--- src/rx_gain_params.svh ---
// Register offsets, field positions, reset values and timing counts for the receive gain control block
`ifndef RX_GAIN_PARAMS_SVH
`define RX_GAIN_PARAMS_SVH

// Word offsets on the register bus, one address per 32-bit register
`define OFS_FILTER_CFG 4'h0
`define OFS_STAGE1_CFG 4'h1
`define OFS_LOOP_CFG 4'h2
`define OFS_MANUAL_CFG 4'h3
`define OFS_SQ_TIMER 4'h4
`define OFS_GAIN_STATE 4'h5
`define OFS_RSSI 4'h6
`define OFS_COMMAND 4'h7

// Reset values
`define RST_FILTER_CFG 8'h04
`define RST_STAGE1_CFG 8'h06
`define RST_LOOP_CFG 8'h00
`define RST_MANUAL_CFG 8'h00
`define RST_SQ_TIMER 8'h00

// Filter configuration fields (low-pass field shares bit 3 with the zero field)
`define LP_HI 5
`define LP_LO 3
`define ZSEL_HI 3
`define ZSEL_LO 0

// Stage one configuration fields
`define S1_RED_HI 2
`define S1_RED_LO 0
`define S1_BOOST 3
`define S1_RED_MAX 3'h6

// Loop configuration bits
`define LC_AGC_EN 0
`define LC_AGC_MODE 1
`define LC_AGC_ALG 2
`define LC_AGC_RATIO 3
`define LC_SQ_DYN 4
`define LC_SQ_RATIO 5

// Command bits
`define CMD_RESET_GAIN 0
`define CMD_CLEAR_STRENGTH 1

// Loop step figures
`define STEP_MAX 4'hA
`define STEP_WIN_MAX 4'h4
`define SQ_EDGE_LIMIT 3'h2
`define AGC_PULSES 4'h8
`define RSSI_MAX 4'hD

// Timing
`define CLK_PERIOD_NS 10
`define SQ_DELAY_NS 18880
`define SQ_DELAY_CYC ((`SQ_DELAY_NS + `CLK_PERIOD_NS - 1) / `CLK_PERIOD_NS)
`define SQ_WINDOW_NS 50000
`define SQ_WINDOW_CYC ((`SQ_WINDOW_NS + `CLK_PERIOD_NS - 1) / `CLK_PERIOD_NS)

`endif

--- src/rx_gain_pkg.sv ---
// Types shared by the receive gain control block
package rx_gain_pkg;

  // Squelch sequencer states, Gray coded along idle, delay, observe
  typedef enum logic [1:0] {
    SQ_IDLE = 2'b00,
    SQ_DELAY = 2'b01,
    SQ_OBSERVE = 2'b11
  } sq_state_t;

  // Settings driven into the analog receive chain
  typedef struct packed {
    logic [2:0] lowpass_sel;
    logic first_zero_high_select;
    logic third_zero_mid_select;
    logic third_zero_low_select;
    logic first_zero_lowest_select;
    logic [2:0] stage1_reduction;
    logic stage1_boost;
    logic [2:0] stage23_reduction;
    logic [2:0] window_step;
    logic gain_loop_ratio_select;
    logic squelch_ratio6;
  } rx_ctrl_t;

  // Events reported by the analog chain and framing logic
  typedef struct packed {
    logic tx_end;
    logic dig_edge;
    logic sq6_edge;
    logic agc_edge;
    logic subcarrier_pulse;
  } rx_events_t;

endpackage

--- src/rx_gain_squelch_rssi_control.sv ---
// Receive chain filter, gain, squelch, AGC and RSSI control with an Avalon-MM register slave
//
// Behaviour
// - Stage one: six 2.5 dB cuts, boost
// - Stage one gain only by register, resets lowest
// - Low-pass code maps to five corners
// - Shared zero bits set stage zeros
// - Stage two/three: six 3 dB cuts
// - Reset gain command clears squelch, loads manual
// - Five digitizer window settings, 3 dB apart
// - Eleven steps: five window, six gain
// - Start from manual; gain state readable
// - Squelch runs 18.88 us until timer match
// - Squelch ratio bit picks observed comparator
// - Over two edges per 50 us cuts
// - Ratio six observes six-times window comparator
// - AGC only while receive-on high
// - Receive-on fall latches gain state
// - AGC cuts gain while comparator toggles
// - AGC mode: whole frame or eight pulses
// - AGC algorithm: preset or reset start
// - RSSI peak hold, restarts on cut
// - RSSI four bits, capped at Dh
// - Clear command zeroes and restarts RSSI
// - Mask timer keeps receive-on low
//
// Design decisions made here: the address map and register access over Avalon-MM.
`timescale 1ns/1ps
`include "rx_gain_params.svh"

module rx_gain_squelch_rssi_control #(
  parameter int SQ_WINDOW_CYC = `SQ_WINDOW_CYC,
  parameter int MASK_TIMER_W = 8
) (
  input wire logic clk_sys,
  input wire logic rst_b,
  input wire logic [3:0] avs_address,
  input wire logic avs_read,
  input wire logic avs_write,
  input wire logic [31:0] avs_writedata,
  output logic [31:0] avs_readdata,
  output logic avs_waitrequest,
  input wire logic rx_on,
  input wire logic [MASK_TIMER_W-1:0] mask_receive_timer,
  input wire rx_gain_pkg::rx_events_t rx_events,
  input wire logic [3:0] rssi_am_level,
  input wire logic [3:0] rssi_pm_level,
  output rx_gain_pkg::rx_ctrl_t rx_ctrl,
  output logic filter_code_unused
);

  logic [7:0] filter_cfg_q;
  logic [7:0] stage1_cfg_q;
  logic [7:0] loop_cfg_q;
  logic [7:0] manual_cfg_q;
  logic [7:0] sq_timer_q;
  logic [3:0] gain_state_q;
  logic [3:0] rssi_am_q;
  logic [3:0] rssi_pm_q;
  logic [3:0] step_q;
  logic [3:0] sq_step_q;
  logic rx_on_q;
  logic [3:0] pulse_cnt_q;
  logic [10:0] sq_delay_q;
  logic [12:0] sq_win_q;
  logic [2:0] sq_edges_q;
  rx_gain_pkg::sq_state_t sq_state_q;
  logic wr_take;
  logic rd_take;
  logic cmd_reset_gain;
  logic clear_signal_strength_command;
  logic rx_rise;
  logic rx_fall;
  logic agc_active;
  logic agc_cut;
  logic sq_edge;
  logic sq_cut;
  logic [3:0] manual_step;
  logic [3:0] start_step;
  logic [3:0] eff_step;
  logic [2:0] s1_wr;

  // Request stands until waitrequest is seen low; that edge commits a write
  assign wr_take = avs_write && !avs_waitrequest;
  assign rd_take = avs_read && avs_waitrequest;
  assign cmd_reset_gain = wr_take && (avs_address == `OFS_COMMAND) && avs_writedata[`CMD_RESET_GAIN];
  assign clear_signal_strength_command = wr_take && (avs_address == `OFS_COMMAND) &&
                                         avs_writedata[`CMD_CLEAR_STRENGTH];
  assign rx_rise = rx_on && !rx_on_q;
  assign rx_fall = !rx_on && rx_on_q;
  // Manual start step saturates at the last step
  assign manual_step = (manual_cfg_q[3:0] > `STEP_MAX) ? `STEP_MAX : manual_cfg_q[3:0];
  // Preset starts at max window, max gain unless the manual start is already past it
  assign start_step = (loop_cfg_q[`LC_AGC_ALG] && manual_step < `STEP_WIN_MAX) ? `STEP_WIN_MAX : manual_step;
  // Stage one reduction is clamped so illegal writes cannot exceed six cuts
  assign s1_wr = (avs_writedata[`S1_RED_HI:`S1_RED_LO] > `S1_RED_MAX) ? `S1_RED_MAX : avs_writedata[2:0];

  // Bus handshake: one wait cycle, then the answer with waitrequest low
  always_ff @(posedge clk_sys) begin
    if (!rst_b) begin
      avs_waitrequest <= 1'b1;
    end else if ((avs_read || avs_write) && avs_waitrequest) begin
      avs_waitrequest <= 1'b0;
    end else begin
      avs_waitrequest <= 1'b1;
    end
  end

  // Read data is captured on the first edge and stands with waitrequest low
  always_ff @(posedge clk_sys) begin
    if (!rst_b) begin
      avs_readdata <= 32'h0000_0000;
    end else if (rd_take) begin
      unique case (avs_address)
        `OFS_FILTER_CFG: avs_readdata <= {24'h00_0000, filter_cfg_q};
        `OFS_STAGE1_CFG: avs_readdata <= {24'h00_0000, stage1_cfg_q};
        `OFS_LOOP_CFG: avs_readdata <= {24'h00_0000, loop_cfg_q};
        `OFS_MANUAL_CFG: avs_readdata <= {24'h00_0000, manual_cfg_q};
        `OFS_SQ_TIMER: avs_readdata <= {24'h00_0000, sq_timer_q};
        `OFS_GAIN_STATE: avs_readdata <= {28'h000_0000, gain_state_q};
        `OFS_RSSI: avs_readdata <= {24'h00_0000, rssi_pm_q, rssi_am_q};
        default: avs_readdata <= 32'h0000_0000; // Unmapped and command read as zero
      endcase
    end
  end

  // Software configuration registers
  always_ff @(posedge clk_sys) begin
    if (!rst_b) begin
      filter_cfg_q <= `RST_FILTER_CFG;
      stage1_cfg_q <= `RST_STAGE1_CFG;
      loop_cfg_q <= `RST_LOOP_CFG;
      manual_cfg_q <= `RST_MANUAL_CFG;
      sq_timer_q <= `RST_SQ_TIMER;
    end else if (wr_take) begin
      if (avs_address == `OFS_FILTER_CFG) begin
        filter_cfg_q <= avs_writedata[7:0];
      end
      if (avs_address == `OFS_STAGE1_CFG) begin
        stage1_cfg_q <= {4'h0, avs_writedata[`S1_BOOST], s1_wr};
      end
      if (avs_address == `OFS_LOOP_CFG) begin
        loop_cfg_q <= {2'b00, avs_writedata[5:0]};
      end
      if (avs_address == `OFS_MANUAL_CFG) begin
        manual_cfg_q <= {4'h0, avs_writedata[3:0]};
      end
      if (avs_address == `OFS_SQ_TIMER) begin
        sq_timer_q <= avs_writedata[7:0];
      end
    end
  end

  // Receive-on edge detector; the input is synchronous already
  always_ff @(posedge clk_sys) begin
    if (!rst_b) begin
      rx_on_q <= 1'b0;
    end else begin
      rx_on_q <= rx_on;
    end
  end

  // AGC window: whole frame or first eight subcarrier pulses
  always_ff @(posedge clk_sys) begin
    if (!rst_b) begin
      pulse_cnt_q <= 4'h0;
    end else if (!rx_on) begin
      pulse_cnt_q <= 4'h0;
    end else if (rx_events.subcarrier_pulse && pulse_cnt_q < `AGC_PULSES) begin
      pulse_cnt_q <= pulse_cnt_q + 4'h1;
    end
  end

  assign agc_active = loop_cfg_q[`LC_AGC_EN] && rx_on && rx_on_q &&
                      (!loop_cfg_q[`LC_AGC_MODE] || pulse_cnt_q < `AGC_PULSES);
  // Each comparator edge seen while gain remains costs one step
  assign agc_cut = agc_active && rx_events.agc_edge && step_q < `STEP_MAX;

  // Squelch sequencer: delay after transmit, observe until the mask timer matches
  always_ff @(posedge clk_sys) begin
    if (!rst_b) begin
      sq_state_q <= rx_gain_pkg::SQ_IDLE;
      sq_delay_q <= 11'h000;
    end else begin
      unique case (sq_state_q)
        rx_gain_pkg::SQ_IDLE: begin
          if (loop_cfg_q[`LC_SQ_DYN] && rx_events.tx_end) begin
            sq_state_q <= rx_gain_pkg::SQ_DELAY;
            sq_delay_q <= 11'h001;
          end
        end
        rx_gain_pkg::SQ_DELAY: begin
          if (!loop_cfg_q[`LC_SQ_DYN]) begin
            sq_state_q <= rx_gain_pkg::SQ_IDLE;
          end else if (sq_delay_q == 11'(`SQ_DELAY_CYC)) begin
            sq_state_q <= rx_gain_pkg::SQ_OBSERVE;
          end else begin
            sq_delay_q <= sq_delay_q + 11'h001;
          end
        end
        rx_gain_pkg::SQ_OBSERVE: begin
          // Stop once the mask timer reaches the squelch limit or reception starts
          if (!loop_cfg_q[`LC_SQ_DYN] || rx_on || 32'(mask_receive_timer) >= 32'(sq_timer_q)) begin
            sq_state_q <= rx_gain_pkg::SQ_IDLE;
          end
        end
        default: sq_state_q <= rx_gain_pkg::SQ_IDLE;
      endcase
    end
  end

  // Ratio bit picks the main digitizer or the six-times window comparator
  assign sq_edge = loop_cfg_q[`LC_SQ_RATIO] ? rx_events.sq6_edge : rx_events.dig_edge;

  // Transition count over each 50 us observation interval
  always_ff @(posedge clk_sys) begin
    if (!rst_b || sq_state_q != rx_gain_pkg::SQ_OBSERVE) begin
      sq_win_q <= 13'h0000;
      sq_edges_q <= 3'h0;
    end else if (sq_win_q == 13'(SQ_WINDOW_CYC - 1)) begin
      sq_win_q <= 13'h0000;
      sq_edges_q <= 3'h0;
    end else begin
      sq_win_q <= sq_win_q + 13'h0001;
      if (sq_edge && sq_edges_q != 3'h7) begin
        sq_edges_q <= sq_edges_q + 3'h1; // Saturates, only "more than two" matters
      end
    end
  end

  // A cut at interval end when more than two transitions were counted
  assign sq_cut = sq_state_q == rx_gain_pkg::SQ_OBSERVE && sq_win_q == 13'(SQ_WINDOW_CYC - 1) &&
                  sq_edges_q > `SQ_EDGE_LIMIT && sq_step_q < `STEP_MAX;

  // Squelch-acquired step survives receptions until the reset gain command
  always_ff @(posedge clk_sys) begin
    if (!rst_b) begin
      sq_step_q <= 4'h0;
    end else if (cmd_reset_gain) begin
      sq_step_q <= manual_step;
    end else if (sq_cut) begin
      sq_step_q <= sq_step_q + 4'h1;
    end
  end

  // Live loop step: AGC during reception, squelch setting otherwise
  always_ff @(posedge clk_sys) begin
    if (!rst_b) begin
      step_q <= 4'h0;
    end else if (cmd_reset_gain) begin
      step_q <= manual_step;
    end else if (!rx_on) begin
      step_q <= sq_cut ? sq_step_q + 4'h1 : sq_step_q;
    end else if (rx_rise) begin
      step_q <= (start_step > sq_step_q) ? start_step : sq_step_q;
    end else if (agc_cut) begin
      step_q <= step_q + 4'h1;
    end
  end

  // Gain state shows the live step and is frozen at the end of each reception
  always_ff @(posedge clk_sys) begin
    if (!rst_b) begin
      gain_state_q <= 4'h0;
    end else if (rx_fall) begin
      gain_state_q <= step_q;
    end else if (rx_on) begin
      gain_state_q <= step_q;
    end
  end

  // Peak hold per channel; cleared by command, receive-on rise or AGC cut, frozen while receive-on low
  always_ff @(posedge clk_sys) begin
    if (!rst_b || clear_signal_strength_command || rx_rise || agc_cut) begin
      rssi_am_q <= 4'h0;
      rssi_pm_q <= 4'h0;
    end else if (rx_on) begin
      if (rssi_am_level > rssi_am_q) begin
        rssi_am_q <= (rssi_am_level > `RSSI_MAX) ? `RSSI_MAX : rssi_am_level;
      end
      if (rssi_pm_level > rssi_pm_q) begin
        rssi_pm_q <= (rssi_pm_level > `RSSI_MAX) ? `RSSI_MAX : rssi_pm_level;
      end
    end
  end

  // Analog settings: step 0..4 widens the window, 5..10 cuts stage two/three gain
  assign eff_step = step_q;
  always_ff @(posedge clk_sys) begin
    if (!rst_b) begin
      rx_ctrl <= '0;
      filter_code_unused <= 1'b0;
    end else begin
      rx_ctrl.lowpass_sel <= filter_cfg_q[`LP_HI:`LP_LO];
      rx_ctrl.first_zero_high_select <= filter_cfg_q[3];
      rx_ctrl.third_zero_mid_select <= filter_cfg_q[2];
      rx_ctrl.third_zero_low_select <= filter_cfg_q[1];
      rx_ctrl.first_zero_lowest_select <= filter_cfg_q[0];
      rx_ctrl.stage1_reduction <= stage1_cfg_q[`S1_RED_HI:`S1_RED_LO];
      rx_ctrl.stage1_boost <= stage1_cfg_q[`S1_BOOST];
      if (eff_step <= `STEP_WIN_MAX) begin
        rx_ctrl.window_step <= eff_step[2:0];
        rx_ctrl.stage23_reduction <= 3'h0;
      end else begin
        rx_ctrl.window_step <= 3'h4;
        rx_ctrl.stage23_reduction <= 3'(eff_step - `STEP_WIN_MAX);
      end
      rx_ctrl.gain_loop_ratio_select <= loop_cfg_q[`LC_AGC_RATIO];
      rx_ctrl.squelch_ratio6 <= loop_cfg_q[`LC_SQ_RATIO];
      // Low-pass 011, 11x and zero codes off the table are flagged, not acted on
      filter_code_unused <= (filter_cfg_q[5:3] == 3'b011) || (filter_cfg_q[5:4] == 2'b11) ||
                            !(filter_cfg_q[3:0] inside {4'h0, 4'h4, 4'h2, 4'h1, 4'h3, 4'h5, 4'h8, 4'hC});
    end
  end

  // Own count of cycles spent in the squelch delay; a long repetition is too costly to unroll
  logic [10:0] sq_dwell_q;
  always_ff @(posedge clk_sys) begin
    if (!rst_b || sq_state_q != rx_gain_pkg::SQ_DELAY) begin
      sq_dwell_q <= 11'h000;
    end else begin
      sq_dwell_q <= sq_dwell_q + 11'h001;
    end
  end

  // Checks
  chk_step_bound: assert property (@(posedge clk_sys) disable iff (!rst_b) step_q <= `STEP_MAX)
    else $error("loop step beyond last setting");
  chk_window_gain: assert property (@(posedge clk_sys) disable iff (!rst_b)
    rx_ctrl.stage23_reduction != 3'h0 |-> rx_ctrl.window_step == 3'h4)
    else $error("gain cut before window fully widened");
  chk_s1_reduction: assert property (@(posedge clk_sys) disable iff (!rst_b)
    rx_ctrl.stage1_reduction <= 3'h6)
    else $error("stage one reduction over six steps");
  chk_reset_gain_load: assert property (@(posedge clk_sys) disable iff (!rst_b)
    cmd_reset_gain |=> step_q == $past(manual_step) && sq_step_q == $past(manual_step))
    else $error("reset gain did not load manual step");
  chk_agc_idle_off: assert property (@(posedge clk_sys) disable iff (!rst_b)
    !rx_on |=> step_q == $past(sq_cut ? sq_step_q + 4'h1 : sq_step_q) || $past(cmd_reset_gain))
    else $error("AGC state kept while receive-on low");
  chk_gain_latch: assert property (@(posedge clk_sys) disable iff (!rst_b)
    rx_fall |=> gain_state_q == $past(step_q) ##1 ($past(rx_on) || $stable(gain_state_q)))
    else $error("gain state not latched at receive-on fall");
  chk_sq_delay: assert property (@(posedge clk_sys) disable iff (!rst_b)
    sq_state_q == rx_gain_pkg::SQ_DELAY ##1 sq_state_q == rx_gain_pkg::SQ_OBSERVE |->
    sq_dwell_q == 11'(`SQ_DELAY_CYC))
    else $error("squelch started before delay elapsed");
  chk_sq_cut_step: assert property (@(posedge clk_sys) disable iff (!rst_b)
    sq_cut && !cmd_reset_gain |=> sq_step_q == $past(sq_step_q) + 4'h1)
    else $error("squelch cut did not lower gain");
  chk_rssi_cap: assert property (@(posedge clk_sys) disable iff (!rst_b)
    rssi_am_q <= `RSSI_MAX && rssi_pm_q <= `RSSI_MAX)
    else $error("RSSI above maximum code");
  chk_rssi_clear: assert property (@(posedge clk_sys) disable iff (!rst_b)
    clear_signal_strength_command || agc_cut |=> rssi_am_q == 4'h0 && rssi_pm_q == 4'h0)
    else $error("RSSI not restarted");
  chk_rssi_freeze: assert property (@(posedge clk_sys) disable iff (!rst_b)
    !rx_on && !clear_signal_strength_command |=> $stable(rssi_am_q) && $stable(rssi_pm_q))
    else $error("RSSI moved while receive-on low");
  chk_agc_pulses: assert property (@(posedge clk_sys) disable iff (!rst_b)
    loop_cfg_q[`LC_AGC_MODE] && pulse_cnt_q == `AGC_PULSES && rx_on && rx_on_q && !cmd_reset_gain |=>
    step_q == $past(step_q))
    else $error("AGC active after eight pulses");
  chk_agc_off: assert property (@(posedge clk_sys) disable iff (!rst_b)
    !loop_cfg_q[`LC_AGC_EN] && rx_on && rx_on_q && !cmd_reset_gain |=> step_q == $past(step_q))
    else $error("gain cut with AGC disabled");
  chk_rssi_start: assert property (@(posedge clk_sys) disable iff (!rst_b)
    rx_rise |=> rssi_am_q == 4'h0 && rssi_pm_q == 4'h0)
    else $error("RSSI did not start from zero");

  cov_squelch_cut: cover property (@(posedge clk_sys) disable iff (!rst_b) sq_cut);
  cov_agc_cut: cover property (@(posedge clk_sys) disable iff (!rst_b) agc_cut ##1 agc_cut);
  cov_rx_frame: cover property (@(posedge clk_sys) disable iff (!rst_b) rx_rise ##[1:200] rx_fall);
  cov_bus_write: cover property (@(posedge clk_sys) disable iff (!rst_b) wr_take);
  // Comparator edge arriving after the eight-pulse AGC window has closed
  cov_agc_late: cover property (@(posedge clk_sys) disable iff (!rst_b)
    pulse_cnt_q == `AGC_PULSES && rx_events.agc_edge);

endmodule // rx_gain_squelch_rssi_control

--- config.mk ---
export PLATFORM = sky130hd
export DESIGN_NAME = rx_gain_squelch_rssi_control
export DESIGN_NICKNAME = d
export VERILOG_FILES = /design/src/rx_gain_pkg.sv /design/src/rx_gain_squelch_rssi_control.sv
export VERILOG_INCLUDE_DIRS = /design/src
export SDC_FILE = /design/constraint.sdc
export NUM_CORES = 1
export LEC_CHECK = 0
export ABC_CLOCK_PERIOD_IN_PS = 3200
export BUFFER_PORTS_ARGS = -buffer_cell sky130_fd_sc_hd__buf_4
export CORE_UTILIZATION = 55
export DETAILED_ROUTE_END_ITERATION = 6
export GPL_ROUTABILITY_DRIVEN = 0
export HOLD_SLACK_MARGIN = 0.12
export PLACE_DENSITY = 0.85
export SYNTH_ARGS = -nofsm -noshare
export SYNTH_HDL_FRONTEND = slang
export SYNTH_SLANG_ARGS = --single-unit
--- constraint.sdc ---
create_clock -name clk_sys -period 3.2 [get_ports clk_sys]
set_input_delay 0.32 -clock clk_sys [delete_from_list [all_inputs] [get_ports clk_sys]]
set_output_delay 0.32 -clock clk_sys [all_outputs]
set_load 0.02 [all_outputs]
==> out/metrics.json, run 1 <==
{
  "fmax": {"value": 0.408, "unit": "GHz"},
  "detail-route-antenna-nets": {"value": 0},
  "drt-wirelength-per-cell": {"value": 14.5, "unit": "um"},
  "ports": {"value": 115},
  "grt_start_max_net_pins": {"value": 55},
  "yosys.area_share.simple": {"value": 21.9, "unit": "%"},
  "yosys_warnings": {"value": 0},
  "clock_tree.root_cell": {"value": "sky130_fd_sc_hd__clkbuf_8"},
  "combinational_family_with_the_most_area_after_synthesis": {"value": "simple AND/OR/NAND/NOR gates"},
  "fp.dieH": {"value": 103, "unit": "um"},
  "global_route_wire_length_before_repair": {"value": 19.6, "unit": "mm"},
  "num_antenna_cells": {"value": 0},
  "ys_types": {"value": 63},
  "grt_use_met3": {"value": 5.42, "unit": "%"},
  "rsz0062_at_grt": {"value": "no"},
  "cts_buffer_depth": {"value": 2},
  "cp_data_required_time": {"value": 3500, "unit": "ps"},
  "pwr-share-seq": {"value": 54.3, "unit": "%"},
  "syn_to_final_growth": {"value": 12.7, "unit": "%"},
  "design.final.nets": {"value": 776},
  "vias": {"value": 4634},
  "finalPower": {"value": 2630, "unit": "uW"},
  "worst_slew_margin_rel": {"value": 40.0, "unit": "%"},
  "global_route.peak_usage_layer": {"value": "met2"},
  "grt_util_met1": {"value": 31.2, "unit": "%"},
  "tightest_slew": {"value": 899, "unit": "ps"},
  "clk_pin_slew_worst_paths": {"value": 110, "unit": "ps"},
  "setup_violations_final": {"value": 0},
  "finalMaxSlewViolations": {"value": 0},
  "worstSkewPairLatency": {"value": 390, "unit": "ps"},
  "synth.largest_area_cell": {"value": "sky130_fd_sc_hd__dfxtp_1"},
  "ys_seq_area_share": {"value": 40.3, "unit": "%"},
  "vias_per_cell": {"value": 5.63},
  "internal_power": {"value": 1960, "unit": "uW"},
  "clock-sinks": {"value": 112},
  "cts.htree.levels": {"value": 3},
  "grt.met2_usage": {"value": 39.3, "unit": "%"},
  "antenna_violations_before_repair": {"value": 0},
  "worst_setup_path_end_kind": {"value": "flip-flop"},
  "cp-start-kind": {"value": "flip-flop"},
  "layout_commonest_cell": {"value": "sky130_fd_sc_hd__dfxtp_1"},
  "most-common-layout-cells": {"value": "sky130_fd_sc_hd__dfxtp_1, sky130_fd_sc_hd__nor2_1, sky130_fd_sc_hd__buf_4, sky130_fd_sc_hd__nand2_1"},
  "postCtsResizedCells": {"value": 0},
  "global_route.overflow_total": {"value": 0},
  "rows": {"value": 36},
  "muxShareOfSynthArea": {"value": 7.97, "unit": "%"},
  "postRouteWirelength": {"value": 11.9, "unit": "mm"},
  "critPathMaxFanout": {"value": 7},
  "final_layout_size_suffix_gt1_share": {"value": 15.4, "unit": "%"},
  "core_region_area": {"value": 9770, "unit": "um2"},
  "chipWidth": {"value": 103, "unit": "um"},
  "cts_inserted_buffers": {"value": 9},
  "detailedRoute.firstIterationViolations": {"value": 357},
  "synth_async_sr_flop_share": {"value": 0, "unit": "%"},
  "post_synth.cell_area_avg": {"value": 8.80, "unit": "um2"},
  "p_sw_share": {"value": 25.4, "unit": "%"},
  "ys.flop_type": {"value": "sky130_fd_sc_hd__dfxtp_1"},
  "netlist.area_leader.share": {"value": 40.3, "unit": "%"},
  "fin_worst_skew": {"value": 17.9, "unit": "ps"},
  "port_buffers": {"value": 66},
  "synth.ff_latch_count": {"value": 112},
  "drc": {"value": 0},
  "worst_hold_path_class": {"value": "in -> reg"},
  "synth_area": {"value": 5570, "unit": "um2"},
  "period_share": {"value": 76.6, "unit": "%"},
  "drt-pass1-iter-count": {"value": 6},
  "vdd.ir_drop.worst": {"value": 0.000339, "unit": "V"},
  "post_synth_inst_count": {"value": 633},
  "initial_utilization": {"value": 57.0, "unit": "%"},
  "grt_use_total": {"value": 23.9, "unit": "%"},
  "post_synth_main_area_contributors": {"value": "sky130_fd_sc_hd__dfxtp_1, sky130_fd_sc_hd__ha_1, sky130_fd_sc_hd__nor2_1, sky130_fd_sc_hd__mux2i_1, sky130_fd_sc_hd__buf_4"},
  "finalHoldViolCount": {"value": 0},
  "run_status": {"value": "finished clean"},
  "place.detailed.hpwl": {"value": 8.70, "unit": "mm"},
  "synth_xor_area_share": {"value": 3.77, "unit": "%"},
  "yosys.area_share.adder": {"value": 6.51, "unit": "%"},
  "grt_pass1_vias": {"value": 4148},
  "cellPowerDensity": {"value": 418, "unit": "nW/um2"},
  "timing.max_cap.violations": {"value": 0},
  "synth-edff-count": {"value": 0},
  "crit_type": {"value": "reg -> reg"},
  "fin_setup_tns": {"value": 0, "unit": "ps"},
  "clock_tree_from_tritoncts": {"value": "yes"},
  "power_leakage": {"value": 0.00258, "unit": "uW"},
  "die-area": {"value": 10500, "unit": "um2"},
  "finalWorstPathRequiredPeriod": {"value": 2450, "unit": "ps"},
  "arrival_time_of_data_at_the_critical_path_endpoint": {"value": 2750, "unit": "ps"},
  "switchingPower": {"value": 667, "unit": "uW"},
  "p_comb_share": {"value": 8.9, "unit": "%"},
  "synth_compound_gate_area_share": {"value": 12.2, "unit": "%"},
  "power.share.clock": {"value": 36.8, "unit": "%"}
}
cell families after synthesis:
logic type / after synthesis
AO/OA/AOI/OAI: 106
XOR/XNOR: 24
adder cells (fa/ha/maj): 29
buffers and inverters: 81
flip-flops: 112
multiplexers: 40
other: 1
AND/OR/NAND/NOR: 240
layout make-up:
class | instances | area (um2)
timing repair buffer | 68 | 513
clock buffer | 9 | 124
clock inverter | 7 | 111
sequential | 112 | 2240
fill | 799 | 3500
multi-input combinational | 463 | 3000
inverter | 31 | 116
tap | 133 | 166
state kept, by name, indices dropped and copies added, names as in the netlist, 3 cells and up:
name,cells
rx_ctrl,18
sq_win_q,13
sq_delay_q,11
avs_readdata,8
filter_cfg_q,8
sq_timer_q,8
loop_cfg_q,6
eff_step,4
gain_state_q,4
manual_cfg_q,4
pulse_cnt_q,4
rssi_am_q,4
rssi_pm_q,4
sq_step_q,4
stage1_cfg_q,4
sq_edges_q,3
what timing repair did:
action	4_1_cts	5_1_grt
setup endpoints to repair	0	0
hold buffers	0	1
setup buffers	0	0
hold endpoints to repair	0	1
cells in the mapped netlist, drive strengths merged, types with 2 or more instances:
library cell  instances
a31o                  2
o21ai                22
a211oi                2
clkbuf               13
mux2                  5
buf                  37
o21a                  2
nand2                43
nand4                 7
a22oi                13
ha                   29
o211ai                4
a21o                  3
xnor2                10
nor3b                 6
mux4                  3
and4                  4
nand4b                4
a21oi                34
a31oi                 3
nor3                  7
dfxtp               112
o41ai                 2
nand2b                4
nor2b                10
nor4b                 2
inv                  31
a311oi                3
nor2                 88
o22ai                 2
and3                  8
and2                 17
nand3                35
xor2                 14
o221ai                3
mux2i                32
o31ai                 2
worst max-delay path, stage by stage, from the launching register on:
cell and delay, ps:
sky130_fd_sc_hd__dfxtp_1 380, sky130_fd_sc_hd__o21ai_0 170, sky130_fd_sc_hd__nand2_1 80, sky130_fd_sc_hd__or2_2 310
sky130_fd_sc_hd__ha_1 280, sky130_fd_sc_hd__and4_1 150, sky130_fd_sc_hd__a21oi_1 390, sky130_fd_sc_hd__mux2i_1 250
sky130_fd_sc_hd__o21ai_0 100, sky130_fd_sc_hd__a22o_1 240
routing by layer:
metal / part of all wire (%) / wire, um / up-vias
met2: 49 / 5850 / 163
met5: 0 / 0 / -
met4: 1.5 / 177 / 0
li1: - / - / 2263
met1: 43 / 5100 / 2187
met3: 6.5 / 776 / 21
power by group through the flow:
| stage | Combinational (uW) | Sequential, uW | Clock (uW) |
|---|---|---|---|
| after global routing | 258 | 1430 | 1040 |
| after floorplan | 167 | 1460 | 0 |
| after CTS | 233 | 1420 | 981 |
| final | 234 | 1420 | 966 |
| after global placement | 222 | 1460 | 0 |
| after detailed placement | 231 | 1460 | 0 |
per-stage QoR:
stage | std cells | setup slack (ps) | util, % | cell area [um2] | hold WS, ps
after floorplan | 656 | 901 | - | 5660 | 413
after global placement | 806 | 833 | 61.7 | 6030 | 423
after detailed placement | 806 | 786 | 61.7 | 6030 | 440
after CTS | 822 | 765 | 64.1 | 6270 | 120
after global routing | 823 | 563 | 64.2 | 6280 | 125
final | 823 | 750 | 64.2 | 6280 | 141
worst paths after layout:
| check | start | end | slack (ps) | cells after the start |
|---|---|---|---|---|
| max reg2reg | manual_cfg_q[2] | eff_step[1] | 750 | 9 |
| min reg2reg | sq_win_q[0] | sq_win_q[0] | 450 | 1 |
| max | manual_cfg_q[2] | eff_step[1] | 750 | 9 |
| min | avs_write | avs_waitrequest | 140 | 2 |
(Power assumes the default switching activity.)
==> inputs of run 2 (changes only) <==
- ABC_CLOCK_PERIOD_IN_PS: 3200 -> 2000
- CORE_UTILIZATION: 55 -> 50
- PLACE_DENSITY: 0.85 -> 0.82
- clock period: 3.2 -> 2 ns (I/O delays scaled with it)
==> run 2 against run 1 <==
Compared with the run above: clock power increased by 35%; sequential cell count stayed put; final area increased by 8.5%; power is 53% higher; the flow now finishes with violations (negative setup slack); die area up 9.8%; largest power group unchanged.
==> out/metrics.json, run 2 (synthesis results as in run 1) <==
{
  "syn_to_final_growth": {"value": 22.2, "unit": "%"},
  "drc": {"value": 0, "change": "unchanged"},
  "grt_use_total": {"value": 24.3, "unit": "%", "change": "+0.39 points"},
  "core_region_area": {"value": 10800, "unit": "um2", "change": "+11%"},
  "cpPeakStageDelay": {"value": 390, "unit": "ps", "change": "about the same"},
  "rsz0062_at_grt": {"value": "yes"},
  "cellPowerDensity": {"value": 590, "unit": "nW/um2", "change": "+41%"},
  "finish.utilization": {"value": 62.8, "unit": "%", "change": "-1.4 points"},
  "arrival_time_of_data_at_the_critical_path_endpoint": {"value": 2530, "unit": "ps", "change": "-220 ps"},
  "place.detailed.hpwl": {"value": 9.78, "unit": "mm", "change": "+12%"},
  "initial_utilization": {"value": 51.4, "unit": "%", "change": "-5.6 points"},
  "whs_endpoint": {"value": "pulse_cnt_q[3]"},
  "worst_hold_path.num_cells": {"value": 3, "change": "+1"},
  "finalMaxSlewViolations": {"value": 0, "change": "unchanged"},
  "largest_reg_flops": {"value": 18, "change": "unchanged"},
  "clock-sinks": {"value": 112, "change": "unchanged"},
  "power_leakage": {"value": 0.00283, "unit": "uW", "change": "+9.7%"},
  "cp_top_family": {"value": "compound AO/OA/AOI/OAI gates"},
  "registers.top_by_ff_count": {"value": "rx_ctrl"},
  "period_share": {"value": 112, "unit": "%", "change": "+36 points"},
  "ff2ff_setup_slack": {"value": -240, "unit": "ps", "change": "-1000 ps"},
  "rows": {"value": 38, "change": "+5.6%"},
  "clock_tree_from_tritoncts": {"value": "yes"},
  "reg.largest.list": {"value": "rx_ctrl x18, sq_win_q x13, sq_delay_q x11"},
  "design.final.nets": {"value": 827, "change": "+6.6%"},
  "cp_data_required_time": {"value": 2280, "unit": "ps", "change": "-1220 ps"},
  "chipWidth": {"value": 108, "unit": "um", "change": "+4.8%"},
  "layout.cell_area.non_filler": {"value": 6810, "unit": "um2", "change": "+8.5%"},
  "clk_pin_slew_worst_paths": {"value": 110, "unit": "ps", "change": "about the same"},
  "cp-start-kind": {"value": "flip-flop"},
  "critical_path_buf_inv_count": {"value": 1, "change": "+1"},
  "cts_inserted_buffers": {"value": 9, "change": "unchanged"},
  "vias": {"value": 4982, "change": "+7.5%"},
  "slowest_stage": {"value": "sky130_fd_sc_hd__dfxtp_4"},
  "clock_tree.root_cell": {"value": "sky130_fd_sc_hd__clkbuf_8"},
  "post_dp_cell_area": {"value": 6180, "unit": "um2", "change": "+2.5%"},
  "crit_type": {"value": "reg -> reg"},
  "grt_start_max_net_pins": {"value": 39, "change": "-29%"},
  "grt_pass1_vias": {"value": 4758, "change": "+15%"},
  "layout_commonest_cell": {"value": "sky130_fd_sc_hd__dfxtp_1"},
  "worst_slew_margin_rel": {"value": 65.7, "unit": "%", "change": "+26 points"},
  "num_antenna_cells": {"value": 0, "change": "unchanged"},
  "postRouteWirelength": {"value": 14.0, "unit": "mm", "change": "+18%"},
  "finalWorstPathRequiredPeriod": {"value": 2240, "unit": "ps", "change": "-205 ps"},
  "die-area": {"value": 11600, "unit": "um2", "change": "+9.8%"},
  "cts.htree.levels": {"value": 3, "change": "unchanged"},
  "antenna_violations_before_repair": {"value": 0, "change": "unchanged"},
  "drt-pass1-iter-count": {"value": 6, "change": "unchanged"},
  "timing.hold.ws": {"value": 134, "unit": "ps", "change": "-6.92 ps"},
  "detailedRoute.firstIterationViolations": {"value": 432, "change": "+21%"},
  "drt-wirelength-per-cell": {"value": 15.9, "unit": "um", "change": "+10%"},
  "cts_buffer_depth": {"value": 2, "change": "unchanged"},
  "fp.dieH": {"value": 108, "unit": "um", "change": "+4.8%"},
  "port_buffers": {"value": 66, "change": "unchanged"},
  "detail-route-antenna-nets": {"value": 0, "change": "unchanged"},
  "hold_path_startpoint": {"value": "rx_events[0]"},
  "setup_violations_final": {"value": 4, "change": "+4"},
  "reg2reg_depth": {"value": 10, "change": "+1"},
  "timing.max_cap.violations": {"value": 0, "change": "unchanged"},
  "timing.critical_path.cells": {"value": "nor3b_4 > nor2_2 > ha_1 > nor2b_4 > o211ai_1 > a21oi_4 > buf_4 > mux2i_1 > o21ai_1 > a22o_1"},
  "vias_per_cell": {"value": 5.65, "change": "+0.43%"},
  "worstSkewPairLatency": {"value": 390, "unit": "ps", "change": "about the same"},
  "ports": {"value": 115, "change": "unchanged"},
  "timing.rr.end": {"value": "eff_step[1]"},
  "worst_hold_path_class": {"value": "in -> reg"},
  "failed_checks": {"value": "negative setup slack"},
  "tightest_slew": {"value": 510, "unit": "ps", "change": "-388 ps"},
  "global_route_wire_length_before_repair": {"value": 22.1, "unit": "mm", "change": "+13%"},
  "worst_setup_path_end_kind": {"value": "flip-flop"},
  "vdd.ir_drop.worst": {"value": 0.000454, "unit": "V", "change": "+34%"},
  "fmax": {"value": 0.445, "unit": "GHz", "change": "+9.1%"},
  "timing.rr.start": {"value": "manual_cfg_q[3]"},
  "global_route.overflow_total": {"value": 0, "change": "unchanged"},
  "run_status": {"value": "finished with violations"},
  "critPathMaxFanout": {"value": 5, "change": "-2"},
  "most-common-layout-cells": {"value": "sky130_fd_sc_hd__dfxtp_1, sky130_fd_sc_hd__buf_4, sky130_fd_sc_hd__nor2_1, sky130_fd_sc_hd__nand2_1, sky130_fd_sc_hd__nand3_1"},
  "fin_worst_skew": {"value": 6.27, "unit": "ps", "change": "-11.6 ps"},
  "fin_setup_tns": {"value": -817, "unit": "ps", "change": "-817 ps"},
  "finalHoldViolCount": {"value": 0, "change": "unchanged"},
  "fin_ws": {"value": -245, "unit": "ps", "change": "-995 ps"},
  "final_layout_size_suffix_gt1_share": {"value": 21.5, "unit": "%", "change": "+6.1 points"}
}
==> run 2: what timing repair did <==
action,in CTS,in global routing
gates resized for setup,15,16
pin swaps,8,8
setup buffers,14,3
endpoints found under the setup margin,4,10
hold endpoints to repair,32,0
hold buffers,19,0
==> run 2: area by class of cell <==
type,count,area [um2]
Clock buffer,9,124
Clock inverter,7,66.3
Fill cell,818,4030
Inverter,31,116
Multi-Input combinational cell,463,3120
Sequential cell,112,2250
Tap cell,140,175
Timing Repair Buffer,119,956
==> run 2: power by group <==
group / leakage, uW / internal [uW] / switching (uW)
clock network: 0.0000949 / 481 / 822
registers: 0.000907 / 2250 / 26.1
logic: 0.00183 / 181 / 254
==> run 2: layer usage <==
layer / wire, um / track usage (%) / vias up
met3: 862 / 5.45 / 67
li1: - / - / 2354
met5: 0 / 0 / -
met1: 5680 / 28.8 / 2341
met2: 6920 / 41.8 / 220
met4: 569 / 10.8 / 0
==> run 2: worst max path at each step <==
stage	start	to	slack, ps	cells after the start
floorplan	manual_cfg_q[2]	eff_step[1]	-50	10
global placement	manual_cfg_q[2]	eff_step[1]	-80	10
detailed placement	manual_cfg_q[3]	eff_step[2]	-170	11
CTS	manual_cfg_q[2]	eff_step[0]	-120	12
global route	manual_cfg_q[3]	eff_step[2]	-280	11
finish	manual_cfg_q[3]	eff_step[1]	-240	10
==> run 2: worst reg2reg max path, cell delays in order (launching register included) <==
cell and delay (ps):
sky130_fd_sc_hd__dfxtp_4 390, sky130_fd_sc_hd__nor3b_4 270, sky130_fd_sc_hd__nor2_2 80, sky130_fd_sc_hd__ha_1 300, sky130_fd_sc_hd__nor2b_4 160, sky130_fd_sc_hd__o211ai_1 130, sky130_fd_sc_hd__a21oi_4 190, sky130_fd_sc_hd__buf_4 140
sky130_fd_sc_hd__mux2i_1 180, sky130_fd_sc_hd__o21ai_1 70, sky130_fd_sc_hd__a22o_1 240
==> run 2: stage by stage <==
step                worst slack, ps  total power (uW)  instances
floorplan                     -46.6              2600        656
global placement              -83.1              2690        830
detailed placement             -174              2720        830
CTS                            -124              4030        879
global route                   -276              4180        881
finish                         -245              4020        881
